$ cat config.mk
export PLATFORM = sky130hd
export DESIGN_NAME = bad_decoder
export DESIGN_NICKNAME = d
export VERILOG_FILES = /design/src/shared/bad_pkg.sv /design/src/logic/bad_compare.sv /design/src/logic/bad_decoder.sv
export SDC_FILE = /design/constraint.sdc
export NUM_CORES = 1
export LEC_CHECK = 0
export BUFFER_PORTS_ARGS = -buffer_cell sky130_fd_sc_hd__buf_2
export CAP_MARGIN = 20
export CORE_ASPECT_RATIO = 0.6
export CORE_MARGIN = 2
export CORE_UTILIZATION = 40
export CTS_CLUSTER_DIAMETER = 40
export DETAILED_ROUTE_END_ITERATION = 12
export GPL_ROUTABILITY_DRIVEN = 0
export GPL_TIMING_DRIVEN = 0
export HOLD_SLACK_MARGIN = 0.08
export PLACE_DENSITY_LB_ADDON = 0.3
export SLEW_MARGIN = 20
export SYNTH_ARGS = -nofsm -noshare
export SYNTH_HDL_FRONTEND = slang
export SYNTH_SLANG_ARGS = --single-unit
export TNS_END_PERCENT = 1
$ cat constraint.sdc
create_clock -name aclk -period 5.2 [get_ports aclk]
set_input_delay 0.52 -clock aclk [delete_from_list [all_inputs] [get_ports aclk]]
set_output_delay 0.52 -clock aclk [all_outputs]
set_load 0.05 [all_outputs]
$ cat src/shared/bad_pkg.sv
// Package of the bank address decoder: bus widths, register map, reset values.
// Assumes a 32-bit AXI4-Lite register bus and an 18-bit active-low system address bus.
package bad_pkg;

  // System bus geometry
  localparam int unsigned ADDR_BITS   = 18;
  localparam int unsigned BANK_MSB    = 17;
  localparam int unsigned BANK_LSB    = 14;
  localparam int unsigned WORD_MSB    = 13;
  localparam int unsigned WORD_LSB    = 1;
  localparam int unsigned WORD_W      = WORD_MSB - WORD_LSB + 1;
  localparam int unsigned BANK_W      = BANK_MSB - BANK_LSB + 1;
  localparam int unsigned CMP_W       = BANK_W + 2;
  localparam int unsigned CTL_READ_BIT = 1;

  // Register bus geometry
  localparam int unsigned AXI_ADDR_W  = 4;
  localparam int unsigned AXI_DATA_W  = 32;
  localparam int unsigned CNT_W       = 16;

  // Register byte offsets
  localparam logic [AXI_ADDR_W-1:0] OFS_CTRL     = 4'h0;
  localparam logic [AXI_ADDR_W-1:0] OFS_STATUS   = 4'h4;
  localparam logic [AXI_ADDR_W-1:0] OFS_SEL_CNT  = 4'h8;
  localparam logic [AXI_ADDR_W-1:0] OFS_LAST_ADR = 4'hC;

  // Control register fields
  localparam int unsigned CTRL_DEC_EN_BIT = 0;
  localparam int unsigned CTRL_CNT_CLR_BIT = 1;
  localparam logic        CTRL_DEC_EN_RST = 1'b1;

  // Status register fields
  localparam int unsigned ST_SEL_BIT      = 0;
  localparam int unsigned ST_TEST_BIT     = 1;
  localparam int unsigned ST_RO_BIT       = 2;
  localparam int unsigned ST_UNUSED_BIT   = 3;
  localparam int unsigned ST_BANK_LSB     = 4;

  // AXI responses
  localparam logic [1:0] RESP_OKAY   = 2'h0;
  localparam logic [1:0] RESP_SLVERR = 2'h2;

endpackage : bad_pkg

$ cat src/logic/bad_compare.sv
// Per-bit equality comparators joined as one wired-AND match.
// Assumes both vectors are in active-high logical form.
`timescale 1ns/1ps
module bad_compare #(
  parameter int unsigned WIDTH = 6
) (
  // Compared vectors
  input  wire logic [WIDTH-1:0] received,
  input  wire logic [WIDTH-1:0] expected,
  // Result
  output wire logic             all_match
);

  logic [WIDTH-1:0] bit_eq;

  // One equality gate per bit, like an open-collector comparator
  genvar gi;
  generate
    for (gi = 0; gi < WIDTH; gi++) begin : g_cmp
      assign bit_eq[gi] = ~(received[gi] ^ expected[gi]);
    end
  endgenerate

  // Common node is high only if no gate pulls it low
  assign all_match = &bit_eq;

  // Refuse a comparator with no bits while elaborating, not at run time
  if (WIDTH < 1) begin : g_bad_width
    $error("bad_compare: WIDTH must be at least 1");
  end

endmodule : bad_compare

$ cat src/logic/bad_decoder.sv
// Bank address decoder: strap-set bank match on the system bus, plus AXI4-Lite view.
// Assumes synchronous inputs on aclk and straps that are static during use.
//
// How it works
// - select decoded from address bits 17..14
// - installed strap wants 0, removed wants 1
// - select only when every comparator matches
// - bus lines low-true, inside logic high-true
// - power-low line joins the same comparison
// - unused comparator tied constant, strap installed
// - four straps pick one of sixteen banks
// - missing test strap means non-operational
// - read-only strap forces read on selected transfers
// - bits 13..1 word, bit 0 byte
`timescale 1ns/1ps
module bad_decoder
  import bad_pkg::*;
(
  // Clock and reset
  input  wire logic                       aclk,
  input  wire logic                       aresetn,
  // System bus, active low
  input  wire logic [bad_pkg::ADDR_BITS-1:0] bus_addr_n,
  input  wire logic                       bus_dc_lo_n,
  input  wire logic [1:0]                 bus_ctl_n,
  // Straps, 1 = installed
  input  wire logic                       bank_strap_bit3,
  input  wire logic                       bank_strap_bit2,
  input  wire logic                       bank_strap_bit1,
  input  wire logic                       bank_strap_bit0,
  input  wire logic                       unused_slot_strap,
  input  wire logic                       test_strap,
  input  wire logic                       read_only_strap,
  // Memory control side
  output wire logic                       bank_sel,
  output logic [bad_pkg::WORD_W-1:0]      word_index,
  output logic                            byte_sel,
  output logic                            xfer_read,
  output logic                            test_mode,
  // AXI4-Lite write address
  input  wire logic                       s_axi_awvalid,
  output logic                            s_axi_awready,
  input  wire logic [bad_pkg::AXI_ADDR_W-1:0] s_axi_awaddr,
  input  wire logic [2:0]                 s_axi_awprot,
  // AXI4-Lite write data
  input  wire logic                       s_axi_wvalid,
  output logic                            s_axi_wready,
  input  wire logic [bad_pkg::AXI_DATA_W-1:0] s_axi_wdata,
  input  wire logic [3:0]                 s_axi_wstrb,
  // AXI4-Lite write response
  output logic                            s_axi_bvalid,
  input  wire logic                       s_axi_bready,
  output logic [1:0]                      s_axi_bresp,
  // AXI4-Lite read address
  input  wire logic                       s_axi_arvalid,
  output logic                            s_axi_arready,
  input  wire logic [bad_pkg::AXI_ADDR_W-1:0] s_axi_araddr,
  input  wire logic [2:0]                 s_axi_arprot,
  // AXI4-Lite read data
  output logic                            s_axi_rvalid,
  input  wire logic                       s_axi_rready,
  output logic [bad_pkg::AXI_DATA_W-1:0]  s_axi_rdata,
  output logic [1:0]                      s_axi_rresp
);

  import bad_pkg::*;

  // All state of the block
  typedef struct packed {
    logic                  awready;
    logic                  wready;
    logic                  aw_got;
    logic                  w_got;
    logic [AXI_ADDR_W-1:0] aw_addr;
    logic [AXI_DATA_W-1:0] w_data;
    logic [3:0]            w_strb;
    logic                  bvalid;
    logic [1:0]            bresp;
    logic                  arready;
    logic                  rvalid;
    logic [AXI_DATA_W-1:0] rdata;
    logic [1:0]            rresp;
    logic                  dec_en;
    logic [CNT_W-1:0]      sel_cnt;
    logic                  sel_prev;
    logic [ADDR_BITS-1:0]  last_addr;
    logic [WORD_W-1:0]     word_index;
    logic                  byte_sel;
    logic                  xfer_read;
    logic                  test_mode;
  } bad_state_t;

  bad_state_t state_ff;
  bad_state_t nxt_state;

  logic [ADDR_BITS-1:0] addr_log;
  logic [BANK_W-1:0]    bank_no;
  logic [CMP_W-1:0]     cmp_rx;
  logic [CMP_W-1:0]     cmp_exp;
  logic                 cmp_match;
  logic                 sel_now;
  logic                 ctl_c1;
  logic                 do_write;
  logic                 aw_hs;
  logic                 w_hs;
  logic [AXI_DATA_W-1:0] rd_word;
  logic [1:0]           rd_resp;

  // Bus lines are low-true; flip once at the edge of the block
  assign addr_log = ~bus_addr_n;
  assign ctl_c1   = ~bus_ctl_n[CTL_READ_BIT];

  // Installed strap means the bank bit must be logical 0
  assign bank_no = ~{bank_strap_bit3, bank_strap_bit2,
                     bank_strap_bit1, bank_strap_bit0};

  // Comparator inputs: unused slot, power-low, then bank bits 17..14
  assign cmp_rx  = {1'b0, ~bus_dc_lo_n, addr_log[BANK_MSB:BANK_LSB]};
  assign cmp_exp = {~unused_slot_strap, 1'b0, bank_no};

  bad_compare #(
    .WIDTH(CMP_W)
  ) u_cmp (
    .received (cmp_rx),
    .expected (cmp_exp),
    .all_match(cmp_match)
  );

  // No flop here: select follows the bus within gate delay
  assign sel_now  = cmp_match & test_strap & state_ff.dec_en;
  assign bank_sel = sel_now;

  // Handshakes seen this cycle
  assign aw_hs    = s_axi_awvalid & state_ff.awready;
  assign w_hs     = s_axi_wvalid & state_ff.wready;
  assign do_write = state_ff.aw_got & state_ff.w_got & ~state_ff.bvalid;

  // Read mux; unmapped offsets answer zero with an error
  always_comb begin
    rd_word = '0;
    rd_resp = RESP_OKAY;
    case (s_axi_araddr)
      OFS_CTRL: begin
        rd_word[CTRL_DEC_EN_BIT] = state_ff.dec_en;
      end
      OFS_STATUS: begin
        rd_word[ST_SEL_BIT]    = sel_now;
        rd_word[ST_TEST_BIT]   = state_ff.test_mode;
        rd_word[ST_RO_BIT]     = read_only_strap;
        rd_word[ST_UNUSED_BIT] = unused_slot_strap;
        rd_word[ST_BANK_LSB +: BANK_W] = bank_no;
      end
      OFS_SEL_CNT: begin
        rd_word[CNT_W-1:0] = state_ff.sel_cnt;
      end
      OFS_LAST_ADR: begin
        rd_word[ADDR_BITS-1:0] = state_ff.last_addr;
      end
      default: begin
        rd_resp = RESP_SLVERR;
      end
    endcase
  end

  // Next-state logic for bus slave and decode side
  always_comb begin
    nxt_state = state_ff;

    // Write address and data are taken in either order
    if (aw_hs) begin
      nxt_state.aw_got  = 1'b1;
      nxt_state.aw_addr = s_axi_awaddr;
    end
    if (w_hs) begin
      nxt_state.w_got  = 1'b1;
      nxt_state.w_data = s_axi_wdata;
      nxt_state.w_strb = s_axi_wstrb;
    end

    // Select hit counter; a hit in the clear cycle still counts
    if (sel_now & ~state_ff.sel_prev) begin
      nxt_state.sel_cnt   = state_ff.sel_cnt + 1'b1;
      nxt_state.last_addr = addr_log;
    end
    nxt_state.sel_prev = sel_now;

    // Register write once both halves are held
    if (do_write) begin
      nxt_state.aw_got = 1'b0;
      nxt_state.w_got  = 1'b0;
      nxt_state.bvalid = 1'b1;
      nxt_state.bresp  = RESP_OKAY;
      case (state_ff.aw_addr)
        OFS_CTRL: begin
          if (state_ff.w_strb[0]) begin
            nxt_state.dec_en = state_ff.w_data[CTRL_DEC_EN_BIT];
            if (state_ff.w_data[CTRL_CNT_CLR_BIT]) begin
              nxt_state.sel_cnt = (sel_now & ~state_ff.sel_prev) ? CNT_W'(1) : '0;
            end
          end
        end
        OFS_STATUS, OFS_SEL_CNT, OFS_LAST_ADR: begin
          nxt_state.bresp = RESP_OKAY;
        end
        default: begin
          nxt_state.bresp = RESP_SLVERR;
        end
      endcase
    end
    if (state_ff.bvalid & s_axi_bready) begin
      nxt_state.bvalid = 1'b0;
    end
    nxt_state.awready = ~nxt_state.aw_got & ~nxt_state.bvalid;
    nxt_state.wready  = ~nxt_state.w_got & ~nxt_state.bvalid;

    // Read channel, one outstanding
    if (s_axi_arvalid & state_ff.arready) begin
      nxt_state.rvalid = 1'b1;
      nxt_state.rdata  = rd_word;
      nxt_state.rresp  = rd_resp;
    end else if (state_ff.rvalid & s_axi_rready) begin
      nxt_state.rvalid = 1'b0;
    end
    nxt_state.arready = ~nxt_state.rvalid;

    // Word and byte address for the array side
    nxt_state.word_index = addr_log[WORD_MSB:WORD_LSB];
    nxt_state.byte_sel   = addr_log[0];
    // Read-only strap ignores the control lines
    nxt_state.xfer_read  = read_only_strap | ~ctl_c1;
    nxt_state.test_mode  = ~test_strap;
  end

  // State register
  always_ff @(posedge aclk) begin
    if (!aresetn) begin
      state_ff        <= '0;
      state_ff.dec_en <= CTRL_DEC_EN_RST;
    end else begin
      state_ff <= nxt_state;
    end
  end

  // Outputs straight from flops
  assign word_index    = state_ff.word_index;
  assign byte_sel      = state_ff.byte_sel;
  assign xfer_read     = state_ff.xfer_read;
  assign test_mode     = state_ff.test_mode;
  assign s_axi_awready = state_ff.awready;
  assign s_axi_wready  = state_ff.wready;
  assign s_axi_bvalid  = state_ff.bvalid;
  assign s_axi_bresp   = state_ff.bresp;
  assign s_axi_arready = state_ff.arready;
  assign s_axi_rvalid  = state_ff.rvalid;
  assign s_axi_rdata   = state_ff.rdata;
  assign s_axi_rresp   = state_ff.rresp;

endmodule : bad_decoder

==> results.py, run 1 <==
metrics = {
    "yosys": {
        "yosys_most_used_dff": "dfxtp_1",
        "synthArstFlopShare": 0,
        "synth_cell_types": 46,
        "synth_warnings": 0,
        "ys_ff_latch": 86,
        "avgSynthCellArea_sq_um": 8.87,
        "ys_seq_area_frac": 0.446,
        "synth_area_sq_mm": 0.00386,
        "netlist_instances": 435,
        "synth_edf_count": 0,
    },
    "worst_hold_path": {
        "min_path_type": "input port to flip-flop",
        "min_to": "word_index[3]$_SDFF_PN0_",
        "holdCritStartpoint": "bus_addr_n[4]",
        "min_path_cells": 2,
    },
    "power": {
        "max-vdd-ir-drop_uv": 172,
        "leakagePower_nw": 2.00,
        "power_density_mw_per_mm2": 315,
    },
    "sta": {
        "setup_tns_ns": 0,
        "setup_viol": 0,
        "skew_ns": 0.00479,
        "worst_slack_ns": 2.18,
        "relSlewSlack": 0.351,
        "worst_pin_slew_ns": 0.964,
        "fin_crit_sh": 0.581,
        "finalHoldViolations": 0,
        "fmax_mhz": 331,
        "slew_viol_final": 0,
        "post-route-min-period_ns": 3.02,
        "rsz0062_at_grt": "false",
    },
    "layout": {
        "multi_input_area_sq_mm": 0.00171,
        "areaGrowthSynthToFinish_pct": 24.3,
        "drive_above_1_share": 0.289,
        "post-route-util": 0.517,
        "fin_cells": 681,
        "antenna_cells": 0,
        "final_area_sq_mm": 0.00480,
        "ff_latch_area_sq_mm": 0.00172,
        "layout_commonest_cell": "buf_2",
        "nFillCells": 906,
        "final_nets": 633,
        "final_cell_mix": "buf_2, dfxtp_1, a21oi_1",
    },
    "detailed_routing": {
        "post-route-drc-count": 0,
        "vias": 3541,
        "viasPerCell": 5.20,
        "dr.pass1.iters": 4,
        "drt_iter0_markers": 280,
        "post_drt_wl_per_cell_um": 15.0,
        "ant_nets": 0,
        "wl_mm": 10.2,
    },
    "place": {
        "port_buffers": 86,
        "pre_cts_ws_ns": 2.41,
        "place_area_sq_mm": 0.00451,
        "dp_cells": 666,
        "dp_hpwl_mm": 7.66,
    },
    "global_routing": {
        "grt_start_max_net_pins": 14,
        "antenna_found_initial": 0,
        "grt_pass1_vias": 3068,
        "grt.total_usage": 0.197,
        "grt_overflow": 0,
        "grt_first_pass_wirelength_mm": 15.5,
    },
    "critical_path": {
        "worstPathCellList": "nand4_2, or4_4, buf_4, clkbuf_1, nor2_1, buf_2",
        "crit_path_top_delay_cell": "or4_4",
        "endpoint_kind": "primary output",
        "crit_path_start_kind": "flip-flop",
        "rrSetupSlack_ns": 2.90,
        "rr_endpoint": "state_ff[30]$_SDFFE_PN0P_",
        "cp.required_ns": 4.68,
        "timing.rr.start": "state_ff[51]$_SDFFE_PN1P_",
        "timing_worst_setup_path_type": "flip-flop to primary output",
        "cp_slowest_stage_delay_ns": 0.60,
        "cp.arrival_ns": 2.50,
        "critPathMaxFanout": 10,
        "reg2reg_depth": 6,
    },
    "floorplan": {
        "core_sq_mm": 0.00929,
        "rows": 27,
        "die_h_um": 80.1,
        "chipWidth_um": 131,
        "num_io_pins": 143,
        "start_util": 0.415,
        "fp.dieArea_sq_mm": 0.0105,
    },
    "clock_network": {
        "clock_latency_ns": 0.35,
        "cts_max_level": 3,
        "cts_setup_buffers": 0,
        "cts-root-buf": "clkbuf_16",
        "cts_hold_buffers": 0,
        "cts.sinks": 86,
        "clk_pin_slew_ns": 0.06,
        "cts_tree": "built",
        "cts_buffer_depth": 2,
        "cts_buffers": 9,
        "cts_resized": 0,
    },
    "flow_run": {
        "cap_violations": 0,
    },
    "outcome": {
        "status": "complete, no violations",
    },
}
per-stage QoR:
stage | hold WS (ns) | total power [mW]
after floorplan | 0.432 | 0.832
after global placement | 0.442 | 0.883
after detailed placement | 0.448 | 0.886
after CTS | 0.337 | 1.52
after global routing | 0.335 | 1.57
final | 0.340 | 1.51
sequential cells by signal (all words and copies together) (netlist names):
signal and cells:
s_axi_rresp 1, word_index 13, byte_sel 1, s_axi_bresp 1, xfer_read 1, s_axi_rdata 18, s_axi_awready 1, s_axi_wready 1
state_ff 45, s_axi_rvalid 1, s_axi_bvalid 1, s_axi_arready 1, test_mode 1
area by class of cell:
| class | count | share of cell area |
|---|---|---|
| clock inverter | 4 | 0.00991 |
| inverter | 5 | 0.00391 |
| clock buffer | 11 | 0.0506 |
| timing repair buffer | 86 | 0.0897 |
| buffer | 72 | 0.0975 |
| sequential | 86 | 0.359 |
| multi-input combinational | 287 | 0.356 |
| tap | 130 | 0.0339 |
report_power, final:
part           switching (mW)  leakage (nW)  internal [mW]  total (mW)
sequential            0.00926         0.700          0.675       0.684
combinational           0.133          1.16         0.0556       0.189
clock                   0.260         0.141          0.381       0.641
total                   0.402          2.00           1.11        1.51
metal layers:
metal | GRT usage | share of wire | routed length (um) | vias to the layer above
li1 | - | - | - | 1746
met5 | 0 | 0 | 0 | -
met4 | 0.0638 | 0.014 | 147 | 0
met3 | 0.0693 | 0.087 | 888 | 12
met1 | 0.274 | 0.48 | 4880 | 1633
met2 | 0.285 | 0.42 | 4280 | 150
cell usage after synthesis, drive strengths merged (9+ instances only):
cell type,number,area [sq um]
mux2i,16,160
a21oi,57,285
nand3,15,75.1
nor2,31,119
nand4,9,62.6
clkbuf,15,56.3
or3,9,56.3
dfxtp,86,1720
or4,14,109
buf,57,412
o31ai,10,75.1
a211oi,20,150
nand2,31,116
cells by family (layout without fill, tap and decap cells):
kind of cell             Yosys count  count (layout)  share of synthesized area
AND/OR/NAND/NOR                  140             140                      0.195
AO/OA/AOI/OAI                    110             110                      0.178
flip-flops                        86              86                      0.446
buffers and inverters             77             178                      0.126
multiplexers                      16              16                     0.0415
XOR/XNOR                           4               4                    0.00908
adder cells (fa/ha/maj)            1               1                    0.00324
other                              1              16                   0.000972
worst max-delay path, delay by kind of cell, from the launching register on:
family                 cells  cell delay, ns
and+or+nand+nor            3            0.95
buffers and inverters      3            0.73
DFF                        1            0.47
how the worst max path moves through the flow:
stage / from / to / slack [ns] / cells after the start
after floorplan: bank_strap_bit1 / bank_sel / 2.43 / 5
after global routing: state_ff[51]$_SDFFE_PN1P_ / bank_sel / 2.04 / 6
after detailed placement: bank_strap_bit1 / bank_sel / 2.41 / 7
after CTS: state_ff[51]$_SDFFE_PN1P_ / bank_sel / 2.20 / 6
after global placement: bank_strap_bit1 / bank_sel / 2.43 / 7
final: state_ff[51]$_SDFFE_PN1P_ / bank_sel / 2.18 / 6
No activity file was read; power rests on OpenSTA's default activity.
==> inputs of run 2 (changes only) <==
Settings changed: ABC_AREA set to 1.
Clock period 5.2 ns to 2.7 ns, I/O delays scaled along.
==> run 2 against run 1 <==
Against the previous run:
- clock skew is 0.0017 ns higher
- largest cell class unchanged
- routed wire length is 0.18% higher
- utilization is 0.16 points higher
- count of clock-buffer cells in the layout stayed put
- critical path type unchanged
- via count is 1.1% higher
- sequential power is 94% higher
- total power is 99% higher
- largest power group unchanged
- worst hold slack worse by 0.25 ns
- clock power is 100% higher
- global-route usage is 0.84 points higher
==> results.py, run 2 <==
metrics = {
    "floorplan": {
        "core_sq_mm": 0.00922,
        "chipWidth_um": 130,
        "rows": 27,
        "start_util": 0.415,
        "num_io_pins": 143,
        "fp.dieArea_sq_mm": 0.0104,
        "die_h_um": 79.8,
    },
    "critical_path": {
        "rrSetupSlack_ns": 0.99,
        "crit_family": "simple AND/OR/NAND/NOR gates",
        "cp_slowest_stage_delay_ns": 0.33,
        "rr_endpoint": "state_ff[43]$_SDFF_PN0_",
        "crit_path_top_delay_cell": "dfxtp_1",
        "critPathMaxFanout": 4,
        "endpoint_kind": "primary output",
        "startpoint": "state_ff[51]$_SDFFE_PN1P_",
        "worstPathCellList": "nand2_1, nor2_1, nand3_2, nor2_2, buf_2",
        "reg2reg_depth": 10,
        "cp.arrival_ns": 1.59,
        "cp.required_ns": 2.43,
        "crit_buf_inv": 1,
        "timing_worst_setup_path_type": "flip-flop to primary output",
        "crit_path_start_kind": "flip-flop",
        "timing.rr.start": "state_ff[131]$_SDFF_PN0_",
    },
    "yosys": {
        "synth_most_common_cell": "nand2_1",
        "synth_cell_types": 26,
        "netlist_instances": 521,
        "synth.largest_area_cell": "dfxtp_1",
        "ys_ff_latch": 86,
        "avgSynthCellArea_sq_um": 7.34,
        "netlist_top_cells_count": "nand2_1, dfxtp_1, nor2_1",
        "yosys_most_used_dff": "dfxtp_1",
        "synth_edf_count": 0,
        "ys_seq_area_frac": 0.450,
        "synth_warnings": 0,
        "synth_top_area_share": 0.450,
        "synthArstFlopShare": 0,
        "synth_area_sq_mm": 0.00383,
        "synth_area_leaders": "dfxtp_1, nand2_1, buf_4, nor2_1, a21oi_1",
    },
    "detailed_routing": {
        "ant_nets": 0,
        "dr.pass1.iters": 5,
        "post_drt_wl_per_cell_um": 13.3,
        "post-route-drc-count": 0,
        "viasPerCell": 4.67,
        "vias": 3579,
        "wl_mm": 10.2,
        "drt_iter0_markers": 347,
    },
    "sta": {
        "post-route-min-period_ns": 1.86,
        "skew_ns": 0.00646,
        "fin_crit_sh": 0.687,
        "worst_pin_slew_ns": 0.656,
        "finalHoldViolations": 0,
        "setup_viol": 0,
        "relSlewSlack": 0.563,
        "slew_viol_final": 0,
        "rsz0062_at_grt": "false",
        "fmax_mhz": 539,
        "setup_tns_ns": 0,
    },
    "layout": {
        "areaGrowthSynthToFinish_pct": 24.9,
        "antenna_cells": 0,
        "final_area_sq_mm": 0.00478,
        "post-route-util": 0.518,
        "largest_register_ff_count": 45,
        "final_nets": 718,
        "fin_cells": 767,
        "final_cell_mix": "nand2_1, buf_2, dfxtp_1",
        "layout_commonest_cell": "nand2_1",
        "top_register": "state_ff",
        "drive_above_1_share": 0.259,
    },
    "global_routing": {
        "grt_pass1_vias": 3299,
        "antenna_found_initial": 0,
        "grt_first_pass_wirelength_mm": 16.0,
        "grt_overflow": 0,
        "grt_start_max_net_pins": 15,
        "grt.total_usage": 0.206,
    },
    "clock_network": {
        "cts_buffers": 9,
        "cts-root-buf": "clkbuf_16",
        "cts_setup_buffers": 0,
        "cts_hold_buffers": 0,
        "cts.sinks": 86,
        "clk_pin_slew_ns": 0.06,
        "cts_max_level": 3,
        "cts_tree": "built",
        "cts_resized": 0,
        "clock_latency_ns": 0.35,
        "cts_buffer_depth": 2,
    },
    "power": {
        "max-vdd-ir-drop_uv": 388,
        "power_density_mw_per_mm2": 630,
        "finalPower_mw": 3.01,
        "leakagePower_nw": 2.29,
    },
    "worst_hold_path": {
        "min_to": "word_index[0]$_SDFF_PN0_",
        "holdCritStartpoint": "bus_addr_n[1]",
        "min_path_cells": 2,
        "min_path_type": "input port to flip-flop",
    },
    "place": {
        "port_buffers": 85,
        "dp_cells": 751,
        "place_area_sq_mm": 0.00447,
        "dp_hpwl_mm": 7.81,
    },
    "flow_run": {
        "cap_violations": 0,
    },
    "outcome": {
        "status": "complete, no violations",
    },
}
run 2: final cells by class:
| type | count | area (sq um) |
|---|---|---|
| Fill cell | 930 | 4440 |
| Timing Repair Buffer | 85 | 425 |
| Clock buffer | 11 | 253 |
| Buffer | 68 | 453 |
| Tap cell | 130 | 163 |
| Clock inverter | 5 | 56.3 |
| Inverter | 49 | 184 |
| Sequential cell | 86 | 1720 |
| Multi-Input combinational cell | 333 | 1520 |
run 2: worst max path at each step:
stage / slack [ns] / cells past startpoint / to
after floorplan: 0.96 / 8 / state_ff[39]$_SDFF_PN0_
after global placement: 0.99 / 9 / s_axi_rdata[7]$_SDFFE_PN0P_
after detailed placement: 0.94 / 9 / s_axi_rdata[7]$_SDFFE_PN0P_
after CTS: 0.84 / 5 / bank_sel
after global routing: 0.77 / 10 / state_ff[43]$_SDFF_PN0_
final: 0.84 / 5 / bank_sel
run 2: per-layer routing:
layer  track usage  part of all wire  routed length, um  vias to the layer above
met3        0.0731             0.098                997                       13
met4        0.0441            0.0091                 93                        0
li1              -                 -                  -                     1811
met2         0.290              0.39               4030                      145
met5             0                 0                  0                        -
met1         0.299              0.50               5100                     1610
run 2: logic make-up after synthesis:
family | count (synthesis) | synth area share
adders and majority gates | 1 | 0.00327
and+or+nand+nor | 206 | 0.221
DFF | 86 | 0.450
xor gates and xnor gates | 10 | 0.0229
AOI/OAI and AO/OA | 100 | 0.136
buffers and inverters | 117 | 0.166
other | 1 | 0.000980
run 2: metrics by stage:
step | setup WS (ns) | hold slack [ns]
6_report | 0.845 | 0.0901
4_1_cts | 0.839 | 0.0844
2_1_floorplan | 0.964 | 0.342
3_5_place_dp | 0.937 | 0.414
3_3_place_gp | 0.993 | 0.415
5_1_grt | 0.765 | 0.0861
run 2: where the power goes:
part,switching [mW],internal [mW]
sequential,0.0186,1.31
clock,0.509,0.767
combinational,0.282,0.121
total,0.809,2.20
run 2: worst reg2reg max path, stage by stage (launching register included):
cell and delay, ns:
dfxtp_1 0.33, inv_1 0.06, nor2_1 0.10, nand2_1 0.06, inv_1 0.16, nand2_1 0.07
nor2_1 0.21, nand2_1 0.14, nand2_1 0.19, buf_4 0.21, a21oi_1 0.07
